### src/core/alc_pkg.sv
package alc_pkg;
   // bus geometry
   localparam int unsigned ADDR_W = 10;          // byte address width within a page, offset in [9:2]; page in [17:10]... see page decode
   localparam int unsigned DATA_W = 32;
   localparam int unsigned REG_W  = 8;

   // page codes, carried in address bits [15:8] of the word index space
   localparam logic [7:0] PAGE_MASTER = 8'h80;
   localparam logic [7:0] PAGE_CONV   = 8'h0F;

   // register offsets within a page (printed offsets are not all multiples of four: index, byte = 4*index)
   localparam logic [7:0] OFS_FIXED_ONE  = 8'h59;
   localparam logic [7:0] OFS_FOVR_LEVEL = 8'h5F;
   localparam logic [7:0] OFS_C_STROBE   = 8'h60;
   localparam logic [7:0] OFS_CD_CTL     = 8'h61;
   localparam logic [7:0] OFS_A_STROBE   = 8'h6C;
   localparam logic [7:0] OFS_AB_CTL     = 8'h6D;

   // field positions
   localparam int unsigned BIT_FIXED_ONE = 5;
   localparam int unsigned BIT_HI_STROBE = 7;
   localparam int unsigned BIT_PAIR_EN   = 3;
   localparam int unsigned BIT_LO_STROBE = 0;

   // reset value of every register
   localparam logic [7:0] REG_RESET = 8'h00;

   // writable masks: everything else reads back zero
   localparam logic [7:0] MASK_FIXED_ONE = 8'h20;
   localparam logic [7:0] MASK_FOVR      = 8'hFF;
   localparam logic [7:0] MASK_HI_STROBE = 8'h80;
   localparam logic [7:0] MASK_PAIR_CTL  = 8'h09;

   // answer to an unmapped word
   localparam logic [31:0] RD_UNMAPPED = 32'h0000_0000;

   // per-channel harmonic improvement state seen by the analog side
   typedef struct packed {
      logic chan_a;
      logic chan_b;
      logic chan_c;
      logic chan_d;
   } alc_chan_t;

   // decoded bus request
   typedef struct packed {
      logic       valid;
      logic       write;
      logic [7:0] page;
      logic [7:0] ofs;
      logic [7:0] wdata;
      logic       lane0;
   } alc_req_t;
endpackage

### src/core/alc_linearity_regs.sv
`timescale 1ns/1ps
module alc_linearity_regs (
   input  wire logic         core_clk,
   input  wire logic         resetn,
   // classic wishbone slave; byte address, word index in [17:2]: [17:10] page, [9:2] offset
   input  wire logic [17:0]  wb_adr_i,
   input  wire logic [31:0]  wb_dat_i,
   input  wire logic [3:0]   wb_sel_i,
   input  wire logic         wb_we_i,
   input  wire logic         wb_cyc_i,
   input  wire logic         wb_stb_i,
   output logic      [31:0]  wb_dat_o,
   output logic              wb_ack_o,
   // analog-side controls
   output logic      [7:0]   fast_overrange_threshold,
   output logic              fixed_one_level,
   output alc_pkg::alc_chan_t harmonic_active
);
   alc_pkg::alc_req_t req;          // decoded request
   logic [7:0] fixed_q,  fixed_d;   // master fixed-one register
   logic [7:0] fovr_q,   fovr_d;    // threshold
   logic [7:0] cstb_q,   cstb_d;    // channel C strobe register
   logic [7:0] cdctl_q,  cdctl_d;   // C/D control
   logic [7:0] astb_q,   astb_d;    // channel A strobe register
   logic [7:0] abctl_q,  abctl_d;   // A/B control
   logic       ack_q,    ack_d;     // bus answer
   logic [31:0] rdat_q,  rdat_d;    // read data

   // address decode: word index byte address = 4 * index, so adr[1:0] carry nothing here
   always_comb begin
      req.valid = wb_cyc_i && wb_stb_i && !ack_q;
      req.write = wb_we_i;
      req.page  = wb_adr_i[17:10];
      req.ofs   = wb_adr_i[9:2];
      req.wdata = wb_dat_i[7:0];
      req.lane0 = wb_sel_i[0];
   end

   // one register hit test, used by every write and the read mux
   function automatic logic hit(input alc_pkg::alc_req_t r, input logic [7:0] pg, input logic [7:0] of);
      hit = (r.page == pg) && (r.ofs == of);
   endfunction

   // masked write: reserved bits are never stored so they read zero
   function automatic logic [7:0] wr(input logic [7:0] old, input alc_pkg::alc_req_t r,
                                     input logic [7:0] mask);
      wr = (r.valid && r.write && r.lane0) ? (r.wdata & mask) : old;
   endfunction

   // register next values; the host is trusted to write the fixed bit as one
   always_comb begin
      fixed_d = fixed_q;
      fovr_d  = fovr_q;
      cstb_d  = cstb_q;
      cdctl_d = cdctl_q;
      astb_d  = astb_q;
      abctl_d = abctl_q;
      if (hit(req, alc_pkg::PAGE_MASTER, alc_pkg::OFS_FIXED_ONE))
         fixed_d = wr(fixed_q, req, alc_pkg::MASK_FIXED_ONE);
      if (hit(req, alc_pkg::PAGE_CONV, alc_pkg::OFS_FOVR_LEVEL))
         fovr_d = wr(fovr_q, req, alc_pkg::MASK_FOVR);
      if (hit(req, alc_pkg::PAGE_CONV, alc_pkg::OFS_C_STROBE))
         cstb_d = wr(cstb_q, req, alc_pkg::MASK_HI_STROBE);
      if (hit(req, alc_pkg::PAGE_CONV, alc_pkg::OFS_CD_CTL))
         cdctl_d = wr(cdctl_q, req, alc_pkg::MASK_PAIR_CTL);
      if (hit(req, alc_pkg::PAGE_CONV, alc_pkg::OFS_A_STROBE))
         astb_d = wr(astb_q, req, alc_pkg::MASK_HI_STROBE);
      if (hit(req, alc_pkg::PAGE_CONV, alc_pkg::OFS_AB_CTL))
         abctl_d = wr(abctl_q, req, alc_pkg::MASK_PAIR_CTL);
   end

   // bus answer: one wait-free cycle, ack the edge after the request is seen
   always_comb begin
      ack_d  = req.valid;
      rdat_d = alc_pkg::RD_UNMAPPED;
      if (req.valid && !req.write) begin
         unique case (1'b1)
            hit(req, alc_pkg::PAGE_MASTER, alc_pkg::OFS_FIXED_ONE):  rdat_d[7:0] = fixed_q;
            hit(req, alc_pkg::PAGE_CONV,   alc_pkg::OFS_FOVR_LEVEL): rdat_d[7:0] = fovr_q;
            hit(req, alc_pkg::PAGE_CONV,   alc_pkg::OFS_C_STROBE):   rdat_d[7:0] = cstb_q;
            hit(req, alc_pkg::PAGE_CONV,   alc_pkg::OFS_CD_CTL):     rdat_d[7:0] = cdctl_q;
            hit(req, alc_pkg::PAGE_CONV,   alc_pkg::OFS_A_STROBE):   rdat_d[7:0] = astb_q;
            hit(req, alc_pkg::PAGE_CONV,   alc_pkg::OFS_AB_CTL):     rdat_d[7:0] = abctl_q;
            default:                                                  rdat_d = alc_pkg::RD_UNMAPPED;
         endcase
      end
   end

   // all state zero at reset
   always_ff @(posedge core_clk) begin
      if (!resetn) begin
         fixed_q <= alc_pkg::REG_RESET;
         fovr_q  <= alc_pkg::REG_RESET;
         cstb_q  <= alc_pkg::REG_RESET;
         cdctl_q <= alc_pkg::REG_RESET;
         astb_q  <= alc_pkg::REG_RESET;
         abctl_q <= alc_pkg::REG_RESET;
         ack_q   <= 1'b0;
         rdat_q  <= alc_pkg::RD_UNMAPPED;
      end else begin
         fixed_q <= fixed_d;
         fovr_q  <= fovr_d;
         cstb_q  <= cstb_d;
         cdctl_q <= cdctl_d;
         astb_q  <= astb_d;
         abctl_q <= abctl_d;
         ack_q   <= ack_d;
         rdat_q  <= rdat_d;
      end
   end

   assign wb_ack_o                 = ack_q;
   assign wb_dat_o                 = rdat_q;
   assign fast_overrange_threshold = fovr_q;
   assign fixed_one_level          = fixed_q[alc_pkg::BIT_FIXED_ONE];

   // per-channel arming; enable bit of each pair gates both of its strobes
   alc_strobe_arm u_arm_c (
      .core_clk   (core_clk),
      .resetn     (resetn),
      .pair_en    (cdctl_q[alc_pkg::BIT_PAIR_EN]),
      .strobe_bit (cstb_q[alc_pkg::BIT_HI_STROBE]),
      .active     (harmonic_active.chan_c)
   );
   alc_strobe_arm u_arm_d (
      .core_clk   (core_clk),
      .resetn     (resetn),
      .pair_en    (cdctl_q[alc_pkg::BIT_PAIR_EN]),
      .strobe_bit (cdctl_q[alc_pkg::BIT_LO_STROBE]),
      .active     (harmonic_active.chan_d)
   );
   alc_strobe_arm u_arm_a (
      .core_clk   (core_clk),
      .resetn     (resetn),
      .pair_en    (abctl_q[alc_pkg::BIT_PAIR_EN]),
      .strobe_bit (astb_q[alc_pkg::BIT_HI_STROBE]),
      .active     (harmonic_active.chan_a)
   );
   alc_strobe_arm u_arm_b (
      .core_clk   (core_clk),
      .resetn     (resetn),
      .pair_en    (abctl_q[alc_pkg::BIT_PAIR_EN]),
      .strobe_bit (abctl_q[alc_pkg::BIT_LO_STROBE]),
      .active     (harmonic_active.chan_b)
   );

   a_ack_one_cycle: assert property (@(posedge core_clk) disable iff (!resetn)
      wb_ack_o |=> !wb_ack_o)
      else $error("ack held for more than one cycle");
   a_thresh_written: assert property (@(posedge core_clk) disable iff (!resetn)
      req.valid && req.write && req.lane0 && hit(req, alc_pkg::PAGE_CONV, alc_pkg::OFS_FOVR_LEVEL)
      |=> fast_overrange_threshold == $past(wb_dat_i[7:0]))
      else $error("threshold not updated by write");
   a_fixed_page: assert property (@(posedge core_clk) disable iff (!resetn)
      $changed(fixed_q) |-> $past(req.page) == alc_pkg::PAGE_MASTER)
      else $error("fixed register changed from wrong page");
   a_reserved_zero: assert property (@(posedge core_clk) disable iff (!resetn)
      (cdctl_q & ~alc_pkg::MASK_PAIR_CTL) == 8'h00 && (fixed_q & ~alc_pkg::MASK_FIXED_ONE) == 8'h00)
      else $error("reserved bit stored");
   a_ab_needs_en: assert property (@(posedge core_clk) disable iff (!resetn)
      !abctl_q[alc_pkg::BIT_PAIR_EN] |=> !harmonic_active.chan_a && !harmonic_active.chan_b)
      else $error("A/B improvement active without enable");
   a_cd_needs_en: assert property (@(posedge core_clk) disable iff (!resetn)
      !cdctl_q[alc_pkg::BIT_PAIR_EN] |=> !harmonic_active.chan_c && !harmonic_active.chan_d)
      else $error("C/D improvement active without enable");
   a_reset_zero: assert property (@(posedge core_clk)
      !resetn |=> fovr_q == 8'h00 && fixed_q == 8'h00 && !wb_ack_o)
      else $error("register not zero after reset");
   a_read_back: assert property (@(posedge core_clk) disable iff (!resetn)
      req.valid && !req.write && hit(req, alc_pkg::PAGE_CONV, alc_pkg::OFS_FOVR_LEVEL)
      |=> wb_ack_o && wb_dat_o[7:0] == fovr_q)
      else $error("read data differs from stored threshold");
endmodule // alc_linearity_regs

### src/core/alc_strobe_arm.sv
`timescale 1ns/1ps
// one channel: the improvement is armed on the falling edge of the strobe bit while the pair enable is set
module alc_strobe_arm (
   input  wire logic core_clk,
   input  wire logic resetn,
   input  wire logic pair_en,
   input  wire logic strobe_bit,
   output logic      active
);
   logic strobe_q;   // last seen strobe bit
   logic strobe_d;
   logic armed_q;    // improvement applied
   logic armed_d;

   // a completed 1-then-0 pulse with the pair enabled arms; dropping the enable disarms
   always_comb begin
      strobe_d = strobe_bit;
      armed_d  = armed_q;
      if (!pair_en) begin
         armed_d = 1'b0;
      end else if (strobe_q && !strobe_bit) begin
         armed_d = 1'b1;
      end
   end

   // state registers
   always_ff @(posedge core_clk) begin
      if (!resetn) begin
         strobe_q <= 1'b0;
         armed_q  <= 1'b0;
      end else begin
         strobe_q <= strobe_d;
         armed_q  <= armed_d;
      end
   end

   assign active = armed_q;

   a_arm_needs_pulse: assert property (@(posedge core_clk) disable iff (!resetn)
      $rose(armed_q) |-> $past(strobe_q) && !$past(strobe_bit) && $past(pair_en))
      else $error("improvement armed without a completed strobe pulse");
endmodule // alc_strobe_arm

### config.mk
export PLATFORM = sky130hd
export DESIGN_NAME = alc_linearity_regs
export DESIGN_NICKNAME = d
export VERILOG_FILES = /design/src/core/alc_pkg.sv /design/src/core/alc_linearity_regs.sv /design/src/core/alc_strobe_arm.sv
export SDC_FILE = /design/constraint.sdc
export NUM_CORES = 1
export LEC_CHECK = 0
export BUFFER_PORTS_ARGS = -buffer_cell sky130_fd_sc_hd__buf_2
export CAP_MARGIN = 20
export CORE_AREA = 3 3 69 58
export CTS_BUF_LIST = sky130_fd_sc_hd__clkbuf_4 sky130_fd_sc_hd__clkbuf_8
export CTS_CLUSTER_SIZE = 20
export DETAILED_ROUTE_END_ITERATION = 8
export DIE_AREA = 0 0 72 61
export GPL_TIMING_DRIVEN = 0
export PLACE_DENSITY = 0.95
export SYNTH_ARGS = -nofsm -noshare
export SYNTH_HDL_FRONTEND = slang
export SYNTH_SLANG_ARGS = --single-unit
### constraint.sdc
create_clock -name core_clk -period 4.15 [get_ports core_clk]
set_input_delay 0.6225 -clock core_clk [delete_from_list [all_inputs] [get_ports core_clk]]
set_output_delay 0.6225 -clock core_clk [all_outputs]
set_load 0.03 [all_outputs]
==> results of run 1 <==
[through the flow]
stage / area, um2 / std cells / setup WS [ns]
floorplan: 1600 / 188 / 2.22
global placement: 1910 / 281 / 2.03
detailed placement: 1910 / 281 / 2.00
CTS: 2010 / 289 / 2.29
global route: 2010 / 289 / 2.20
finish: 2010 / 289 / 2.29
[logic make-up after synthesis]
logic type      after synthesis
mux                          15
simple gates                 66
compound gates               11
flops                        32
buf+inv                      40
other cells                   1
[critical path, stage by stage]
cell and delay (ns):
sky130_fd_sc_hd__buf_2 0.10, sky130_fd_sc_hd__or4b_4 0.55, sky130_fd_sc_hd__nor4_4 0.23, sky130_fd_sc_hd__buf_4 0.24
sky130_fd_sc_hd__nand4_2 0.13, sky130_fd_sc_hd__mux2i_1 0.16
[power groups by stage]
stage,clock network [mW],registers (mW),logic [mW]
3_3_place_gp,0,0.314,0.0798
6_report,0.253,0.308,0.0820
4_1_cts,0.258,0.308,0.0809
5_1_grt,0.273,0.308,0.0888
2_1_floorplan,0,0.315,0.0591
3_5_place_dp,0,0.315,0.0809
[layer usage]
metal / vias up / part of all wire / wire (um) / GRT usage
met5: - / 0 / 0 / 0
met4: 0 / 0.031 / 100 / 0.110
met3: 10 / 0.090 / 293 / 0.0381
met2: 60 / 0.46 / 1510 / 0.267
met1: 590 / 0.42 / 1360 / 0.183
li1: 673 / - / - / -
[sequential cells by signal (all words and copies together), names as in the netlist, 2 cells and up]
| name | cells |
|---|---|
| fast_overrange_threshold | 8 |
| wb_dat_o | 8 |
| abctl_q | 2 |
| cdctl_q | 2 |
[layout make-up]
type / instances / share of cell area
plain buffers: 32 / 0.115
clock buffers: 8 / 0.0486
inverters: 8 / 0.0150
multi-input cells: 116 / 0.349
flip-flops and latches: 32 / 0.319
well taps: 42 / 0.0262
repair buffers: 51 / 0.127
[final timing paths]
path,cells after the start,startpoint,end
max,6,wb_adr_i[16],abctl_q[3]$_SDFFE_PN0P_
min,2,u_arm_a.strobe_q$_SDFF_PN0_,u_arm_a.active$_SDFFE_PN0P_
max reg2reg,5,wb_ack_o$_SDFF_PN0_,cdctl_q[0]$_SDFFE_PN0P_
min reg2reg,2,u_arm_a.strobe_q$_SDFF_PN0_,u_arm_a.active$_SDFFE_PN0P_
[placed cells by master, fill, tap and decap left out, types with 2 or more instances in the layout]
cell and instances:
sky130_fd_sc_hd__a21oi_1 8, sky130_fd_sc_hd__a22o_1 3, sky130_fd_sc_hd__and2_1 6, sky130_fd_sc_hd__buf_2 52, sky130_fd_sc_hd__buf_4 29, sky130_fd_sc_hd__clkbuf_1 2, sky130_fd_sc_hd__clkbuf_4 2, sky130_fd_sc_hd__clkbuf_8 6
sky130_fd_sc_hd__conb_1 24, sky130_fd_sc_hd__dfxtp_1 32, sky130_fd_sc_hd__inv_1 8, sky130_fd_sc_hd__mux2i_1 15, sky130_fd_sc_hd__nand2_1 24, sky130_fd_sc_hd__nand2b_1 2, sky130_fd_sc_hd__nand3_1 8, sky130_fd_sc_hd__nand4_1 6
sky130_fd_sc_hd__nor2_1 5, sky130_fd_sc_hd__nor4bb_1 2
==> results.cfg, run 1 <==
[cells_and_area]
insertedDiodeCount = 0
syn_to_final_growth_pct = 32.5
drive_gt1_frac = 0.381
finish.utilization = 0.590
num-fill-cells = 318
final_nets = 305
multi_input_comb_area_um2 = 701
sequential_cell_area_um2 = 641

[detailed_routing]
drt-pass1-iter-count = 4
avgRoutedWirePerCell_um = 11.3
final_antenna_net_count = 0
detail_route.drc_violations = 0
dr.first_iter.drc_count = 44
routed-via-count = 1333
wl_mm = 3.27
via_count_normalized_by_instance_count = 4.61

[floorplan]
floorplan.rows = 19
die_area_um2 = 4390
io_pins = 105
floorplan.initialDensity = 0.446
chipWidth_um = 72
die-height_um = 61
std_cell_core_area_um2 = 3400

[sta]
report.final.slew_viol_count = 0
fin_worst_skew_ns = 0.00174
timing.final.setup_violations = 0
timing.final.crit_share = 0.449
tightestPinTransition_ns = 0.834
timing.max_slew.rel_slack = 0.437
unrepaired_setup_endpoints_after_global_routing = false
timing.hold.ws_ns = 0.470
final_period_minus_worst_setup_slack_ns = 1.86
hold_viol = 0
setup_total_negative_slack_ns = 0
clock.fmax_mhz = 537

[global_routing]
antenna_found_initial = 0
grt_pass1_vias = 1221
grt_pass1_wl_mm = 5.19
grt_util_all_layers = 0.159
grt_max_degree = 11
globalRouteOverflowTotal = 0

[logic_synthesis]
synth.area.mux_share = 0.0991
synth_top_family_by_area = simple AND/OR/NAND/NOR gates
library_cell_with_the_largest_summed_area_after_synthesis = sky130_fd_sc_hd__dfxtp_1
number_of_synthesized_register_bits = 32
synth-edff-count = 0
syn_inst = 165
postSynth.asyncResetShare = 0
dominantRegCellSynth = sky130_fd_sc_hd__dfxtp_1
synth.cells.most_frequent = sky130_fd_sc_hd__dfxtp_1 (32), sky130_fd_sc_hd__buf_4 (29), sky130_fd_sc_hd__nand2_1 (24)
ys_types = 29
synthSimpleGateAreaFrac = 0.260
synth_most_common_cell = sky130_fd_sc_hd__dfxtp_1
post_synth_xor_area_fraction = 0
post_synth_fa_ha_maj_area_fraction = 0
synth_top_area_frac = 0.423
synth-compound-area-share = 0.0438
synthesis.yosys.warnings = 0
seq_area_frac_synth = 0.423
post_synth_instance_area_um2 = 1520
post_synth_main_area_contributors = sky130_fd_sc_hd__dfxtp_1 (42%), sky130_fd_sc_hd__buf_4 (14%), sky130_fd_sc_hd__mux2i_1 (9.9%), sky130_fd_sc_hd__nand2_1 (5.9%), sky130_fd_sc_hd__a21oi_1 (2.6%)
synth.avg_cell_area_um2 = 9.18

[pwr]
power_frac_clock = 0.393
p_int_mw = 0.487
switching_power_summed_over_all_nets_mw = 0.156
max-vdd-ir-drop_mv = 0.158
netSwitchingFraction = 0.243
share_seq_of_total_power = 0.479
power_leakage_nw = 1.10
total_power_mw = 0.643
power_frac_comb = 0.128
power_density_nw_per_um2 = 320

[clock_network]
hold_buffers = 0
post-cts-setup-buffers = 0
h-tree-depth = 2
tritoncts.num_buffers = 5
clock_path_buffers = 2
cts_resized = 0
numClockSinks = 32
clkLatencyLatePin_ns = 0.28
clock_tree_from_tritoncts = done
clock_root_cell = sky130_fd_sc_hd__clkbuf_8
worst_setup_hold_path_clk_slew_ns = 0.06

[place]
gp_routability_congestion = 0.909
buffer_ports.inserted = 51
detailed_place_hpwl_mm = 2.70

[outcome]
status = completed

[worst_hold_path]
hp-class = reg2reg

[critical_path]
critical_path_end_type = flop
crit_path_max_fanout = 10
timing_worst_setup_path_type = in2reg
worst-r2r-setup-slack_ns = 2.79
worst_setup_path_start_kind = input pin
required_time_worst_endpoint_ns = 4.32
worst-endpoint-arrival_ns = 2.03

[flow_run]
maxCapViolations = 0
Power figures use the tool's default switching activity.
==> run 2: changes to the inputs <==
--- a/config.mk
+++ b/config.mk
@@ -7,13 +7,13 @@
 export LEC_CHECK = 0
 export BUFFER_PORTS_ARGS = -buffer_cell sky130_fd_sc_hd__buf_2
 export CAP_MARGIN = 20
-export CORE_AREA = 3 3 69 58
+export CORE_AREA = 3 3 75 63
 export CTS_BUF_LIST = sky130_fd_sc_hd__clkbuf_4 sky130_fd_sc_hd__clkbuf_8
 export CTS_CLUSTER_SIZE = 20
 export DETAILED_ROUTE_END_ITERATION = 8
-export DIE_AREA = 0 0 72 61
+export DIE_AREA = 0 0 78 66
 export GPL_TIMING_DRIVEN = 0
-export PLACE_DENSITY = 0.95
+export PLACE_DENSITY = 0.87
 export SYNTH_ARGS = -nofsm -noshare
 export SYNTH_HDL_FRONTEND = slang
 export SYNTH_SLANG_ARGS = --single-unit
==> constraint.sdc (replaced) <==
create_clock -name core_clk -period 1.67 [get_ports core_clk]
set_input_delay 0.2505 -clock core_clk [delete_from_list [all_inputs] [get_ports core_clk]]
set_output_delay 0.2505 -clock core_clk [all_outputs]
set_load 0.03 [all_outputs]
==> results.cfg, run 2 (synthesized netlist as in run 1, its figures left out) <==
[global_routing]
grt_util_all_layers = 0.136
grt_pass1_wl_mm = 5.41
grt_max_degree = 11
globalRouteOverflowTotal = 0
grt_pass1_vias = 1194
antenna_found_initial = 0

[cells_and_area]
drive_gt1_frac = 0.381
final_common_cell = sky130_fd_sc_hd__buf_2
syn_to_final_growth_pct = 33.7
insertedDiodeCount = 0
layout.cells.most_common_list = sky130_fd_sc_hd__buf_2 (52), sky130_fd_sc_hd__dfxtp_1 (32), sky130_fd_sc_hd__buf_4 (29)
final_nets = 305
num-fill-cells = 439
post-route-cell-area_um2 = 2030
layoutNonFillerInstCount = 304

[sta]
final_period_minus_worst_setup_slack_ns = 1.52
report.final.slew_viol_count = 0
clock.fmax_mhz = 659
hold_viol = 0
timing.max_slew.rel_slack = 0.398
fin_worst_skew_ns = 0.00270
unrepaired_setup_endpoints_after_global_routing = false
timing.final.setup_violations = 0
timing.final.crit_share = 0.908
tightestPinTransition_ns = 0.891

[critical_path]
worst_setup_path_start_kind = input pin
critical_path_end_type = flop
startpoint = wb_adr_i[16]
critical-path-max-stage-delay_ns = 0.55
crit_path_max_fanout = 10
worstPathCellList = buf_2, or4b_4, nor4_4, buf_4, nand4_2, mux2i_1
worst-endpoint-arrival_ns = 1.68
required_time_worst_endpoint_ns = 1.84
crit_path_top_delay_cell = sky130_fd_sc_hd__or4b_4
timing.rr.start = wb_ack_o$_SDFF_PN0_
timing_worst_setup_path_type = in2reg

[pwr]
max-vdd-ir-drop_mv = 0.326
power_density_nw_per_um2 = 785
power_leakage_nw = 1.10

[worst_hold_path]
hp-class = in2reg
hold_start = wb_dat_i[1]

[place]
buffer_ports.inserted = 51
dp.cells = 296
place_area_um2 = 1930
detailed_place_hpwl_mm = 2.74
gp_routability_congestion = 0.848

[detailed_routing]
dr.first_iter.drc_count = 105
wl_mm = 3.33
via_count_normalized_by_instance_count = 4.35
detail_route.drc_violations = 0
final_antenna_net_count = 0
routed-via-count = 1321
drt-pass1-iter-count = 4
avgRoutedWirePerCell_um = 11.0

[clock_network]
clkLatencyLatePin_ns = 0.28
worst_setup_hold_path_clk_slew_ns = 0.06
numClockSinks = 32
clock_tree_from_tritoncts = done
tritoncts.num_buffers = 5
post-cts-setup-buffers = 0
clock_root_cell = sky130_fd_sc_hd__clkbuf_8
clock_path_buffers = 2
h-tree-depth = 2
cts_resized = 0
hold_buffers = 0

[floorplan]
die_area_um2 = 5150
io_pins = 105
std_cell_core_area_um2 = 4100
floorplan.initialDensity = 0.370
floorplan.rows = 21
chipWidth_um = 78
die-height_um = 66

[outcome]
status = completed

[flow_run]
maxCapViolations = 0
-- run 2: final timing paths --
check                                             endpoint  slack [ns]  cells past startpoint
setup / recovery                   abctl_q[3]$_SDFFE_PN0P_        0.15                      6
hold / removal    fast_overrange_threshold[1]$_SDFFE_PN0P_        0.21                      3
setup reg to reg                   cdctl_q[3]$_SDFFE_PN0P_        0.30                      5
hold reg to reg                u_arm_d.active$_SDFFE_PN0P_        0.47                      2
-- run 2: final cells by class --
class / count / area, um2 / share of cell area
multi-input combinational: 116 / 701 / 0.346
buffer: 32 / 230 / 0.114
clock buffer: 8 / 97.6 / 0.0482
inverter: 8 / 30.0 / 0.0148
tap: 57 / 71.3 / 0.0352
sequential: 32 / 641 / 0.316
timing repair buffer: 51 / 255 / 0.126
-- run 2: critical path, delay by kind of cell --
family | cells | cell delay [ns]
simple gates | 3 | 0.93
mux | 1 | 0.16
buf+inv | 2 | 0.34
-- run 2: power by group --
part           internal (mW)  switching [mW]  leakage, nW  total (mW)
logic                 0.0771           0.128        0.793       0.205
clock network          0.368           0.252       0.0523       0.620
registers              0.764        0.000442        0.258       0.765
total                   1.21           0.380         1.10        1.59
-- run 2: routing by layer --
layer	global-route usage	wire length [um]	up-vias
met5	0	0	-
met4	0.0655	65	0
met3	0.0422	352	7
met2	0.207	1490	66
met1	0.175	1420	581
li1	-	-	667
-- run 2: stage by stage --
step / hold slack [ns] / utilization / power [mW] / setup slack, ns / TNS, ns
3_3_place_gp: 0.441 / 0.470 / 0.981 / -0.0883 / -0.771
2_1_floorplan: 0.389 / - / 0.930 / 0.114 / 0
5_1_grt: 0.215 / 0.494 / 1.67 / 0.0995 / 0
3_5_place_dp: 0.462 / 0.470 / 0.983 / -0.116 / -1.29
6_report: 0.211 / 0.494 / 1.59 / 0.153 / 0
4_1_cts: 0.206 / 0.494 / 1.61 / 0.180 / 0
